--- src/inc/pmv_pkg.sv ---
// Constants and types shared by the output control and voltage configuration block
package pmv_pkg;

    // ------------------------------------------------------------------
    // Command codes
    // ------------------------------------------------------------------
    localparam logic [7:0] CODE_OPERATION   = 8'h01;
    localparam logic [7:0] CODE_ON_OFF_CFG  = 8'h02;
    localparam logic [7:0] CODE_CLEAR_FLT   = 8'h03;
    localparam logic [7:0] CODE_STORE_DFLT  = 8'h11;
    localparam logic [7:0] CODE_RESTORE_DFLT = 8'h12;
    localparam logic [7:0] CODE_STORE_USER  = 8'h15;
    localparam logic [7:0] CODE_RESTORE_USER = 8'h16;
    localparam logic [7:0] CODE_VFORMAT     = 8'h20;
    localparam logic [7:0] CODE_SETPOINT    = 8'h21;
    localparam logic [7:0] CODE_TRIM        = 8'h22;
    localparam logic [7:0] CODE_CAL_OFFSET  = 8'h23;
    localparam logic [7:0] CODE_CEILING     = 8'h24;
    localparam logic [7:0] CODE_MARGIN_HIGH = 8'h25;
    localparam logic [7:0] CODE_MARGIN_LOW  = 8'h26;
    localparam logic [7:0] CODE_SLEW_RATE   = 8'h27;

    // ------------------------------------------------------------------
    // Command kinds on the decoded command port
    // ------------------------------------------------------------------
    localparam logic [1:0] KIND_SEND  = 2'h0;
    localparam logic [1:0] KIND_WRITE = 2'h1;
    localparam logic [1:0] KIND_READ  = 2'h2;

    // ------------------------------------------------------------------
    // Configuration slots (index into the setting array)
    // ------------------------------------------------------------------
    localparam int          NUM_SLOTS   = 9;
    localparam logic [3:0] SLOT_OP      = 4'h0;
    localparam logic [3:0] SLOT_ONOFF   = 4'h1;
    localparam logic [3:0] SLOT_SET     = 4'h2;
    localparam logic [3:0] SLOT_TRIM    = 4'h3;
    localparam logic [3:0] SLOT_CAL     = 4'h4;
    localparam logic [3:0] SLOT_CEIL    = 4'h5;
    localparam logic [3:0] SLOT_MHIGH   = 4'h6;
    localparam logic [3:0] SLOT_MLOW    = 4'h7;
    localparam logic [3:0] SLOT_SLEW    = 4'h8;

    // ------------------------------------------------------------------
    // Field positions
    // ------------------------------------------------------------------
    localparam int ONOFF_PWRUP_BIT  = 4;
    localparam int ONOFF_BUS_BIT    = 3;
    localparam int ONOFF_PIN_BIT    = 2;
    localparam int ONOFF_POL_BIT    = 1;
    localparam int ONOFF_ACTION_BIT = 0;
    localparam int OP_ENABLE_HI     = 7;
    localparam int OP_ENABLE_LO     = 6;
    localparam int OP_MARGIN_HI     = 5;
    localparam int OP_MARGIN_LO     = 4;

    localparam logic [1:0] EN_IMMEDIATE_OFF = 2'h0;
    localparam logic [1:0] EN_SOFT_OFF      = 2'h1;
    localparam logic [1:0] EN_ON            = 2'h2;
    localparam logic [1:0] MARGIN_NOMINAL   = 2'h0;
    localparam logic [1:0] MARGIN_LOW       = 2'h1;
    localparam logic [1:0] MARGIN_HIGH      = 2'h2;

    // ------------------------------------------------------------------
    // Voltage format byte and reset values
    // ------------------------------------------------------------------
    localparam logic [2:0] VFMT_LINEAR   = 3'h0;
    localparam logic [2:0] VFMT_VID      = 3'h1;
    localparam logic [2:0] VFMT_DIRECT   = 3'h2;
    localparam logic [2:0] VFMT_MODE     = VFMT_LINEAR;
    localparam logic [4:0] VFMT_EXPONENT = 5'h14;
    localparam logic [15:0] OP_RESET     = 16'h0000;
    localparam logic [15:0] ONOFF_RESET  = 16'h0016;
    localparam logic [15:0] SLEW_RESET   = 16'h0000;
    localparam logic [7:0] SECURITY_RESET = 8'h00;
    localparam logic [7:0] SECURITY_USER  = 8'h01;
    localparam logic [7:0] MARGIN_DIV     = 8'h14;

    // ------------------------------------------------------------------
    // Timing
    // ------------------------------------------------------------------
    localparam int CLK_HZ       = 100_000_000;
    localparam int BUSY_TIME_MS = 20;
    localparam int BUSY_CYCLES_DFLT = BUSY_TIME_MS * (CLK_HZ / 1000);

    typedef enum logic [2:0] {
        ST_STRAP = 3'b001,
        ST_BUSY  = 3'b010,
        ST_RUN   = 3'b100
    } pmv_phase_t;

    typedef struct packed {
        pmv_phase_t                   phase;
        logic [15:0]                  strap;
        logic [NUM_SLOTS-1:0][15:0]   cfg;
        logic [NUM_SLOTS-1:0][15:0]   dflt;
        logic [NUM_SLOTS-1:0][15:0]   user;
        logic [NUM_SLOTS-1:0]         dirty;
        logic [NUM_SLOTS-1:0]         uvalid;
        logic                         dvalid;
        logic [7:0]                   faults;
        logic [7:0]                   security;
        logic [20:0]                  busy_cnt;
        logic                         busy;
        logic [15:0]                  rdata;
        logic                         rvalid;
        logic                         nak;
        logic                         out_en;
        logic                         off_soft;
        logic                         off_fast;
        logic [15:0]                  target;
        logic [15:0]                  slew;
    } pmv_state_t;

endpackage

--- src/logic/pmv_core.sv ---
// Output on/off decision, fault clearing, configuration stores and voltage settings
`timescale 1ns/100ps
module pmv_core
    import pmv_pkg::*;
#(
    parameter logic [20:0] BUSY_CYCLES = 21'(BUSY_CYCLES_DFLT)
) (
    input  wire logic        CLK,
    input  wire logic        NRST,
    input  wire logic        POWER_PRESENT,
    input  wire logic        CONTROL_PIN,
    input  wire logic [15:0] VOLTAGE_SELECT_STRAP,
    input  wire logic [7:0]  FAULT_EVENTS,
    input  wire logic        CMD_VALID,
    input  wire logic [1:0]  CMD_KIND,
    input  wire logic [7:0]  CMD_CODE,
    input  wire logic [15:0] CMD_WDATA,
    output logic      [15:0] RDATA,
    output logic             RDATA_VALID,
    output logic             CMD_NAK,
    output logic             BUSY,
    output logic             OUTPUT_ENABLE,
    output logic             OFF_SOFT,
    output logic             OFF_FAST,
    output logic      [15:0] TARGET_VOLTAGE,
    output logic      [15:0] SLEW_RATE,
    output logic      [7:0]  FAULT_STATUS,
    output logic      [7:0]  SECURITY_LEVEL
);

    // ------------------------------------------------------------------
    // State and helpers
    // ------------------------------------------------------------------
    pmv_state_t s;
    pmv_state_t next_s;

    // Map a command code onto a setting slot
    function automatic logic [4:0] slot_of(input logic [7:0] code);
        logic [4:0] r;
        r = 5'h00;
        case (code)
            CODE_OPERATION:   r = {1'b1, SLOT_OP};
            CODE_ON_OFF_CFG:  r = {1'b1, SLOT_ONOFF};
            CODE_SETPOINT:    r = {1'b1, SLOT_SET};
            CODE_TRIM:        r = {1'b1, SLOT_TRIM};
            CODE_CAL_OFFSET:  r = {1'b1, SLOT_CAL};
            CODE_CEILING:     r = {1'b1, SLOT_CEIL};
            CODE_MARGIN_HIGH: r = {1'b1, SLOT_MHIGH};
            CODE_MARGIN_LOW:  r = {1'b1, SLOT_MLOW};
            CODE_SLEW_RATE:   r = {1'b1, SLOT_SLEW};
            default:          r = 5'h00;
        endcase
        return r;
    endfunction

    // Byte-wide settings keep only the low byte; upper bits read as zero
    function automatic logic [15:0] fit(input logic [3:0] slot, input logic [15:0] d);
        logic [15:0] r;
        r = d;
        if (slot == SLOT_OP || slot == SLOT_ONOFF) begin
            r = {8'h00, d[7:0]};
        end
        return r;
    endfunction

    // ------------------------------------------------------------------
    // Strap-derived limits and defaults
    // ------------------------------------------------------------------
    logic [19:0] strap_x11;
    logic [15:0] ceil_limit;
    logic [15:0] margin_step;
    logic [15:0] ml_dflt;

    // Ceiling limit is 110% of the strap; saturates rather than wrapping
    assign strap_x11   = 20'(s.strap) * 20'd11;
    assign ceil_limit  = (strap_x11 / 20'd10) > 20'h0ffff ? 16'hffff : 16'((strap_x11 / 20'd10));
    assign margin_step = s.strap / 16'(MARGIN_DIV);
    assign ml_dflt     = s.strap - margin_step;

    // ------------------------------------------------------------------
    // Run decision and target voltage
    // ------------------------------------------------------------------
    logic        pin_asserted;
    logic        pin_mode;
    logic        bus_mode;
    logic        pin_says_off;
    logic [1:0]  en_field;
    logic [1:0]  mg_field;
    logic        run;
    logic [15:0] base;
    logic signed [18:0] trimmed;
    logic [15:0] clamped;

    assign pin_asserted = s.cfg[SLOT_ONOFF][ONOFF_POL_BIT] ? CONTROL_PIN : ~CONTROL_PIN;
    assign pin_mode     = s.cfg[SLOT_ONOFF][ONOFF_PIN_BIT];
    assign bus_mode     = s.cfg[SLOT_ONOFF][ONOFF_BUS_BIT];
    assign en_field     = s.cfg[SLOT_OP][OP_ENABLE_HI:OP_ENABLE_LO];
    assign mg_field     = s.cfg[SLOT_OP][OP_MARGIN_HI:OP_MARGIN_LO];
    assign pin_says_off = pin_mode && !pin_asserted;

    // Outputs stay off only during strap capture; run can rise in the same cycle the power-up restore lands
    always_comb begin
        run = 1'b0;
        if (s.phase != ST_STRAP && POWER_PRESENT) begin
            if (!s.cfg[SLOT_ONOFF][ONOFF_PWRUP_BIT]) begin
                run = 1'b1;
            end else begin
                run = (!bus_mode || en_field == EN_ON)
                   && !pin_says_off;
            end
        end
    end

    // Select the target by margin field, add both offsets, then clamp
    always_comb begin
        case (mg_field)
            MARGIN_LOW:  base = s.cfg[SLOT_MLOW];
            MARGIN_HIGH: base = s.cfg[SLOT_MHIGH];
            default:     base = s.cfg[SLOT_SET];
        endcase
        trimmed = $signed({3'b000, base})
                + 19'(signed'(s.cfg[SLOT_TRIM]))
                + 19'(signed'(s.cfg[SLOT_CAL]));
        if (trimmed < 0) begin
            clamped = 16'h0000;
        end else if (trimmed > $signed({3'b000, s.cfg[SLOT_CEIL]})) begin
            clamped = s.cfg[SLOT_CEIL];
        end else begin
            clamped = trimmed[15:0];
        end
    end

    // ------------------------------------------------------------------
    // Next-state logic
    // ------------------------------------------------------------------
    logic [4:0] hit;
    logic       take;

    assign hit  = slot_of(CMD_CODE);
    assign take = CMD_VALID && s.phase == ST_RUN;

    always_comb begin
        next_s          = s;
        next_s.rvalid   = 1'b0;
        next_s.nak      = 1'b0;

        // Phase sequencing: strap capture, power-up restore, busy wait
        case (s.phase)
            ST_STRAP: begin
                next_s.strap            = VOLTAGE_SELECT_STRAP;
                next_s.cfg[SLOT_OP]     = OP_RESET;
                next_s.cfg[SLOT_ONOFF]  = ONOFF_RESET;
                next_s.cfg[SLOT_SET]    = VOLTAGE_SELECT_STRAP;
                next_s.cfg[SLOT_TRIM]   = 16'h0000;
                next_s.cfg[SLOT_CAL]    = 16'h0000;
                next_s.cfg[SLOT_CEIL]   = 16'hffff;
                next_s.cfg[SLOT_MHIGH]  = VOLTAGE_SELECT_STRAP;
                next_s.cfg[SLOT_MLOW]   = VOLTAGE_SELECT_STRAP;
                next_s.cfg[SLOT_SLEW]   = SLEW_RESET;
                next_s.phase            = ST_BUSY;
                next_s.busy_cnt         = BUSY_CYCLES;
            end
            ST_BUSY: begin
                if (s.busy_cnt == 21'h000000) begin
                    next_s.phase = ST_RUN;
                end else begin
                    next_s.busy_cnt = s.busy_cnt - 21'h000001;
                end
            end
            ST_RUN: begin
                next_s.phase = ST_RUN;
            end
            default: begin
                next_s.phase = ST_STRAP;
            end
        endcase

        // Strap defaults need the captured strap, so they land one cycle later,
        // followed by the automatic user restore over them
        if (s.phase == ST_BUSY && s.busy_cnt == BUSY_CYCLES) begin
            next_s.cfg[SLOT_CEIL]  = ceil_limit;
            next_s.cfg[SLOT_MHIGH] = s.strap + margin_step;
            next_s.cfg[SLOT_MLOW]  = ml_dflt;
            for (int i = 0; i < NUM_SLOTS; i++) begin
                if (s.uvalid[i]) begin
                    next_s.cfg[i] = s.user[i];
                end
            end
            next_s.dirty    = '0;
            next_s.security = SECURITY_USER;
        end

        // Commands are refused while a store or restore is still settling
        if (CMD_VALID && s.phase != ST_RUN) begin
            next_s.nak = 1'b1;
        end

        if (take) begin
            case (CMD_KIND)
                KIND_WRITE: begin
                    if (hit[4]) begin
                        next_s.cfg[hit[3:0]]   = fit(hit[3:0], CMD_WDATA);
                        next_s.dirty[hit[3:0]] = 1'b1;
                        if (hit[3:0] == SLOT_CEIL && CMD_WDATA > ceil_limit) begin
                            next_s.cfg[SLOT_CEIL] = ceil_limit;
                        end
                    end else begin
                        next_s.nak = 1'b1;                                 // format byte is read-only
                    end
                end
                KIND_READ: begin
                    next_s.rvalid = 1'b1;
                    if (hit[4]) begin
                        next_s.rdata = s.cfg[hit[3:0]];
                    end else if (CMD_CODE == CODE_VFORMAT) begin
                        next_s.rdata = {8'h00, VFMT_MODE,
                            (VFMT_MODE == VFMT_DIRECT) ? 5'h00 : VFMT_EXPONENT};
                    end else begin
                        next_s.rdata  = 16'h0000;
                        next_s.rvalid = 1'b0;
                        next_s.nak    = 1'b1;
                    end
                end
                KIND_SEND: begin
                    case (CMD_CODE)
                        CODE_CLEAR_FLT: begin
                            next_s.faults = 8'h00;
                        end
                        CODE_STORE_DFLT: begin
                            next_s.dflt   = s.cfg;
                            next_s.dvalid = 1'b1;
                        end
                        CODE_RESTORE_DFLT: begin
                            if (s.dvalid) begin
                                next_s.cfg = s.dflt;
                            end
                            next_s.dirty = '0;
                        end
                        CODE_STORE_USER: begin
                            for (int i = 0; i < NUM_SLOTS; i++) begin
                                if (s.dirty[i]) begin
                                    next_s.user[i]   = s.cfg[i];
                                    next_s.uvalid[i] = 1'b1;
                                end
                            end
                            next_s.phase    = ST_BUSY;
                            next_s.busy_cnt = BUSY_CYCLES - 21'h000001;
                        end
                        CODE_RESTORE_USER: begin
                            for (int i = 0; i < NUM_SLOTS; i++) begin
                                if (s.uvalid[i]) begin
                                    next_s.cfg[i] = s.user[i];
                                end
                            end
                            next_s.dirty    = '0;
                            next_s.security = SECURITY_USER;
                            next_s.phase    = ST_BUSY;
                            next_s.busy_cnt = BUSY_CYCLES - 21'h000001;
                        end
                        default: begin
                            next_s.nak = 1'b1;
                        end
                    endcase
                end
                default: begin
                    next_s.nak = 1'b1;
                end
            endcase
        end

        // Busy follows the new phase, so a low BUSY always means commands are taken
        next_s.busy = next_s.phase != ST_RUN;

        // Fault events set after any clear, so a simultaneous event survives
        next_s.faults = next_s.faults | FAULT_EVENTS;

        // Output control and off style
        next_s.out_en   = run;
        next_s.off_soft = 1'b0;
        next_s.off_fast = 1'b0;
        if (!run) begin
            if (!POWER_PRESENT || s.phase == ST_STRAP) begin
                next_s.off_fast = 1'b1;
            end else if (s.cfg[SLOT_ONOFF][ONOFF_PWRUP_BIT] && pin_says_off) begin
                next_s.off_fast = s.cfg[SLOT_ONOFF][ONOFF_ACTION_BIT];
                next_s.off_soft = !s.cfg[SLOT_ONOFF][ONOFF_ACTION_BIT];
            end else begin
                next_s.off_fast = en_field == EN_IMMEDIATE_OFF;
                next_s.off_soft = en_field != EN_IMMEDIATE_OFF;
            end
        end
        next_s.target = clamped;
        next_s.slew   = s.cfg[SLOT_SLEW];
    end

    // ------------------------------------------------------------------
    // State register
    // ------------------------------------------------------------------
    // Stores are cleared by reset; a real part keeps them in non-volatile cells
    always_ff @(posedge CLK or negedge NRST) begin
        if (!NRST) begin
            s          <= '0;
            s.phase    <= ST_STRAP;
            s.busy     <= 1'b1;
            s.off_fast <= 1'b1;
            s.security <= SECURITY_RESET;
        end else begin
            s <= next_s;
        end
    end

    // ------------------------------------------------------------------
    // Outputs
    // ------------------------------------------------------------------
    assign RDATA          = s.rdata;
    assign RDATA_VALID    = s.rvalid;
    assign CMD_NAK        = s.nak;
    assign BUSY           = s.busy;
    assign OUTPUT_ENABLE  = s.out_en;
    assign OFF_SOFT       = s.off_soft;
    assign OFF_FAST       = s.off_fast;
    assign TARGET_VOLTAGE = s.target;
    assign SLEW_RATE      = s.slew;
    assign FAULT_STATUS   = s.faults;
    assign SECURITY_LEVEL = s.security;

endmodule
--- config.mk ---
export PLATFORM = sky130hd
export DESIGN_NAME = pmv_core
export DESIGN_NICKNAME = d
export VERILOG_FILES = /design/src/inc/pmv_pkg.sv /design/src/logic/pmv_core.sv
export SDC_FILE = /design/constraint.sdc
export NUM_CORES = 2
export LEC_CHECK = 0
export ABC_AREA = 1
export BUFFER_PORTS_ARGS = -buffer_cell sky130_fd_sc_hd__buf_4
export CAP_MARGIN = 20
export CELL_PAD_IN_SITES_DETAIL_PLACEMENT = 0
export CELL_PAD_IN_SITES_GLOBAL_PLACEMENT = 1
export CORE_AREA = 4 4 310 312
export DETAILED_ROUTE_END_ITERATION = 16
export DIE_AREA = 0 0 314 316
export PLACE_DENSITY_LB_ADDON = 0.1
export REMOVE_ABC_BUFFERS = 1
export SYNTH_ARGS = -nofsm -noshare
export SYNTH_HDL_FRONTEND = slang
export SYNTH_SLANG_ARGS = --single-unit
--- constraint.sdc ---
create_clock -name CLK -period 8.5 [get_ports CLK]
set_input_delay 2.55 -clock CLK [delete_from_list [all_inputs] [get_ports CLK]]
set_output_delay 2.55 -clock CLK [all_outputs]
set_load 0.005 [all_outputs]
### After elaboration in Yosys (flattened, before gate mapping)

Index checks and enable logic that the tools add are counted.

| cells by class | value |
|---|---|
| add/sub/neg operators | 5 |
| reductions and logical operators | 36 |
| div/mod/pow operators | 2 |
| $mul | 1 |
| bitwise logic cells | 3 |
| equality and inequality tests | 29 |
| magnitude comparators | 6 |
| muxes and demuxes | 98 |

Operators by type and width:

| kind | count |
|---|---|
| 2-to-1 mux 144 bit | 6 |
| 2-to-1 mux 16 bit | 38 |
| case mux 144 bit (2 select lines) | 2 |
| 2-to-1 mux 488 bit | 1 |
| 2-to-1 mux 288 bit | 1 |
| bitwise mux 144 bit | 1 |
| binary-select mux 16 bit (select 4 bit) | 1 |
| demux 16 bit (select 4 bit) | 1 |
| equality test 8 x 6 -> 1 bit, second input constant | 8 |
| 2-to-1 mux 47 bit | 1 |
| case mux 5 bit (9 select lines) | 1 |
| 2-to-1 mux 21 bit | 2 |
| case mux 21 bit (2 select lines) | 1 |
| 2-to-1 mux 9 bit | 4 |
| AND reduction 4 bit | 9 |
| equality test 8 x 5 -> 1 bit, second input constant | 4 |
| case mux 16 bit (2 select lines) | 1 |
| 2-to-1 mux 8 bit | 3 |
| equality test 21 bit, second input constant | 1 |
| logical NOT 21 bit | 1 |
| subtractor 21 x 1 -> 21 bit, second input constant | 1 |
| divider 20 x 4 -> 20 bit, second input constant | 1 |
| greater-than comparator 20 x 16 -> 1 bit, second input constant | 1 |
| multiplier 16 x 4 -> 20 bit, second input constant | 1 |
| 42 further kinds | 89 |

| storage, ports and cells | value |
|---|---|
| logic and storage cells | 232 |
| input port bits | 55 |
| flip-flop bits (word level) | 561 |
| output and inout port bits | 70 |

### Depth between registers and ports, before layout

| logic depth | value |
|---|---|
| word-level depth | 14 |
| mapped depth | 102 |
| gate-level depth less buffers | 102 |

### Worst setup path before layout

No wires, ideal clock.

| path | value |
|---|---|
| path type | reg2reg |
| start point | register s[546] in the netlist's numbering |
| end point | register s[481] in the netlist's numbering |
| period minus slack after synthesis | 8893 ps |
| cell stages (with the launch flop) | 88 |
| library setup time | 137 ps |
| arrival time | 8757 ps |
| buffers on the path | 1 |
| setup slack | -393 ps |
| data required time | 8363 ps |
| cells stage by stage | dfrtp_1 -> ha_1 -> inv_1 -> fa_1 -> inv_1 -> ha_1 -> nand2_1 -> inv_1 -> a21oi_1 -> nand2_2 -> nand2_1 -> nand2_1 -> nand2_1 -> nand2_2 -> a21oi_2 -> nand2_2 -> nand2_1 -> nand2_1 -> (+52 left out) -> clkinv_1 -> nand2_2 -> nand2_2 -> nand2_1 -> nand3_1 -> nor2_2 -> nand2_1 -> ha_1 -> nor2_1 -> nor2_1 -> o21a_1 -> o221ai_1 -> nand2_1 -> a32oi_2 -> inv_1 -> clkbuf_1 -> o21ai_0 -> o211ai_1 |

RTL lines:

| element | RTL line | source |
|---|---|---|
| start, declared | pmv_core.sv:34 | `pmv_state_t s;` |
| start signal, assigned | pmv_core.sv:308 | `s <= next_s;` |

==> impl_metrics.toml <==
[clock_tree]
clkTransAtPathRegs_ns = 0.06
cts.sinks = 561
clockBufferDepth = 3
cts_max_level = 3
cts_buffers = 71
cts_hold_buf = 0
cts_tree = "yes"
root_buffer = "clkbuf_16"
insertion_delay_ns = 0.65

[job]
drv_cap = 0

[floorplanning]
io_pins = 125
start_util_pct = 41.9
die-area_mm2 = 0.0992
die_w_um = 314
rows = 112
core_area_mm2 = 0.0930
die_h_um = 316

[yosys]
syn_inst = 5456
yosysTopAreaCell = "dfrtp_1"
netlist_top_cells_area = "dfrtp_1 36%, o21ai_0 11%, nand2_1 9.9%, inv_1 6.5%, nor2_1 3.8%"
ys_ff_latch = 561
yosysWarnings = 0
syn_avg_cell_area_um2 = 7.15
async_flop_share_pct = 100
synth-seq-area-share_pct = 36.0
synth_edf_count = 0
synth.distinct_cells = 61
syn_area_mm2 = 0.0390
ys.flop_type = "dfrtp_1"
synth_top_area_share_pct = 35.8

[global_route]
antenna_found_initial = 5
grt_pass1_wl_um = 243000
grt_pass1_vias = 37623
grt_overflow_total = 0
grt_max_degree = 145
track_usage_pct = 32.3

[worst_setup_path]
cp_slowest_cell = "fa_1"
cp_slowest_stage_delay_ns = 0.49
critPathMaxFanout = 8
cp-end-kind = "flip-flop"
start_kind = "flip-flop"
required_ns = 9.06
arrival_ns = 10.32
path_class = "flip-flop to flip-flop"
crit_top_cell = "nand2_4"

[timing]
fin_crit_ns = 9.76
whs_ns = 0.378
worst_pin_slew_ns = 1.16
fin_ws_ns = -1.26
report.final.hold_viol_count = 0
clock.fmax_mhz = 102
rsz0062_at_grt = "true"
tns_ns = -39.27
finClkSkew_ns = 0.0338
finalCritPeriodShare_pct = 115
final-max-slew-violation-count = 0
finalSetupViolCount = 44
slew_headroom_pct = 22.4

[drt]
num_vias = 40479
routed_wl_um = 165000
wl_per_cell_um = 23.6
ant_nets = 0
drcViolationCount = 0
firstDrtPassIters = 6
vias_per_cell = 5.78
drtIter0Drc = 4131

[final_layout]
layout.nets = 5904
syn2layout_area_growth_pct = 21.6
drive_above_1_share_pct = 20.0
n_fill_cell = 9292
diodes = 0

[place]
port_buffers = 124
gp_congestion = 0.941
dp_hpwl_um = 107000

[run_status]
outcome = "complete, but fails checks"
violations = "setup timing"

[worst_hold_path]
hold_path.class = "flip-flop to flip-flop"
flip-flops by register name, summed over array words and instances, names as in the netlist:
signal,cells
BUSY,1
CMD_NAK,1
FAULT_STATUS,8
OFF_FAST,1
OFF_SOFT,1
OUTPUT_ENABLE,1
RDATA,16
RDATA_VALID,1
SECURITY_LEVEL,8
SLEW_RATE,16
TARGET_VOLTAGE,16
bus_mode,1
en_field,2
mg_field,2
next_s,16
pin_mode,1
s,469
metrics by stage:
stage                     setup slack, ns  std cells  cell area, um^2  util [%]
after global placement             -0.939       6741            42200      45.3
after CTS                          -0.966       6967            45900      49.3
after floorplan                     -6.74       5074            37300         -
final                               -1.26       7002            47400      51.0
after detailed placement            -1.17       6742            42200      45.3
after global routing                -1.94       7002            47400      51.0
critical path: cells and delay by family (launching register included):
family,cells,cell delay [ns]
simple gates,71,6.16
fa+ha+maj,4,1.19
compound gates,7,1.11
buf+inv,10,0.77
flops,1,0.39
cells by family after synthesis:
| family | after synthesis | share of synthesized area [%] |
|---|---|---|
| simple gates | 1806 | 19.4 |
| mux | 2 | 0.0513 |
| flops | 561 | 36.0 |
| fa+ha+maj | 151 | 5.48 |
| xor+xnor | 56 | 1.26 |
| buf+inv | 1106 | 11.3 |
| compound gates | 1774 | 26.5 |
cell usage after synthesis (44+ instances only):
cell type     n
ha_1        118
a21oi_1     288
inv_1       672
nand2_1    1026
o21ai_0     891
nand2_2      53
dfrtp_1     558
nor2_1      394
o22ai_1     146
buf_4        65
nand3_1     183
or2_2        44
a31oi_1      47
clkbuf_1    297
o211ai_1    116
final timing paths:
kind	startpoint	to	slack, ns	cells past startpoint
max	s[556]	s[488]	-1.26	92
min	next_s[7]	SLEW_RATE[7]	0.38	0
max reg2reg	s[556]	s[488]	-1.26	92
min reg2reg	next_s[7]	SLEW_RATE[7]	0.38	0
max in group asynchronous	NRST	s[262]	5.28	2
min in group asynchronous	NRST	s[493]	1.95	1
final cells by class:
cell class                 instances  area [um^2]  share of cell area (%)
multi-input combinational       3789        22300                    47.0
timing repair buffer             551         4380                    9.24
clock buffer                      96         2080                    4.39
clock inverter                    27          294                   0.620
tap                             1254         1570                    3.31
inverter                         724         2750                    5.79
sequential                       561        14000                    29.6
layout by cell type, fill, tap and decap left out, types with 15 or more instances in the layout:
cell type and count:
o21ai_1 52, nor2_1 370, ha_1 93, inv_1 639, or2_2 44, nor3_1 31
xor2_1 33, nand2_4 52, buf_4 519, dfrtp_1 554, buf_6 19, o211ai_1 116
a21oi_2 32, o21ai_0 827, o221ai_1 37, o21ai_2 19, nand3_1 164, o21bai_1 26
inv_2 63, fa_1 31, nand2_2 99, a22oi_1 41, a21oi_1 254, a221o_1 16
o31ai_1 17, o22ai_1 145, a32oi_1 38, nor2_4 23, nand2_1 937, nand4_1 18
a211oi_1 23, ha_4 21, clkbuf_16 74, nand3_2 20, a31oi_1 37, nand3_4 15
clkbuf_8 17
routing by layer:
layer  track usage [%]  up-vias  wire [um]
met5                 0        -         30
li1                  -    18780          -
met4              15.0        4       8800
met2              49.9     1920      73200
met3              6.64      388      15200
met1              43.6    19387      68100
what timing repair did:
item                                    in CTS  in global routing
hold endpoints to repair                     0                  0
pin swaps                                   53                222
cloned                                       1                  1
endpoints found under the setup margin      38                 48
buffers inserted                           101                 64
resized for setup                          147                321
Power is not shown: default switching activity piles up to over one toggle a cycle in this logic, so the estimate is an artifact.
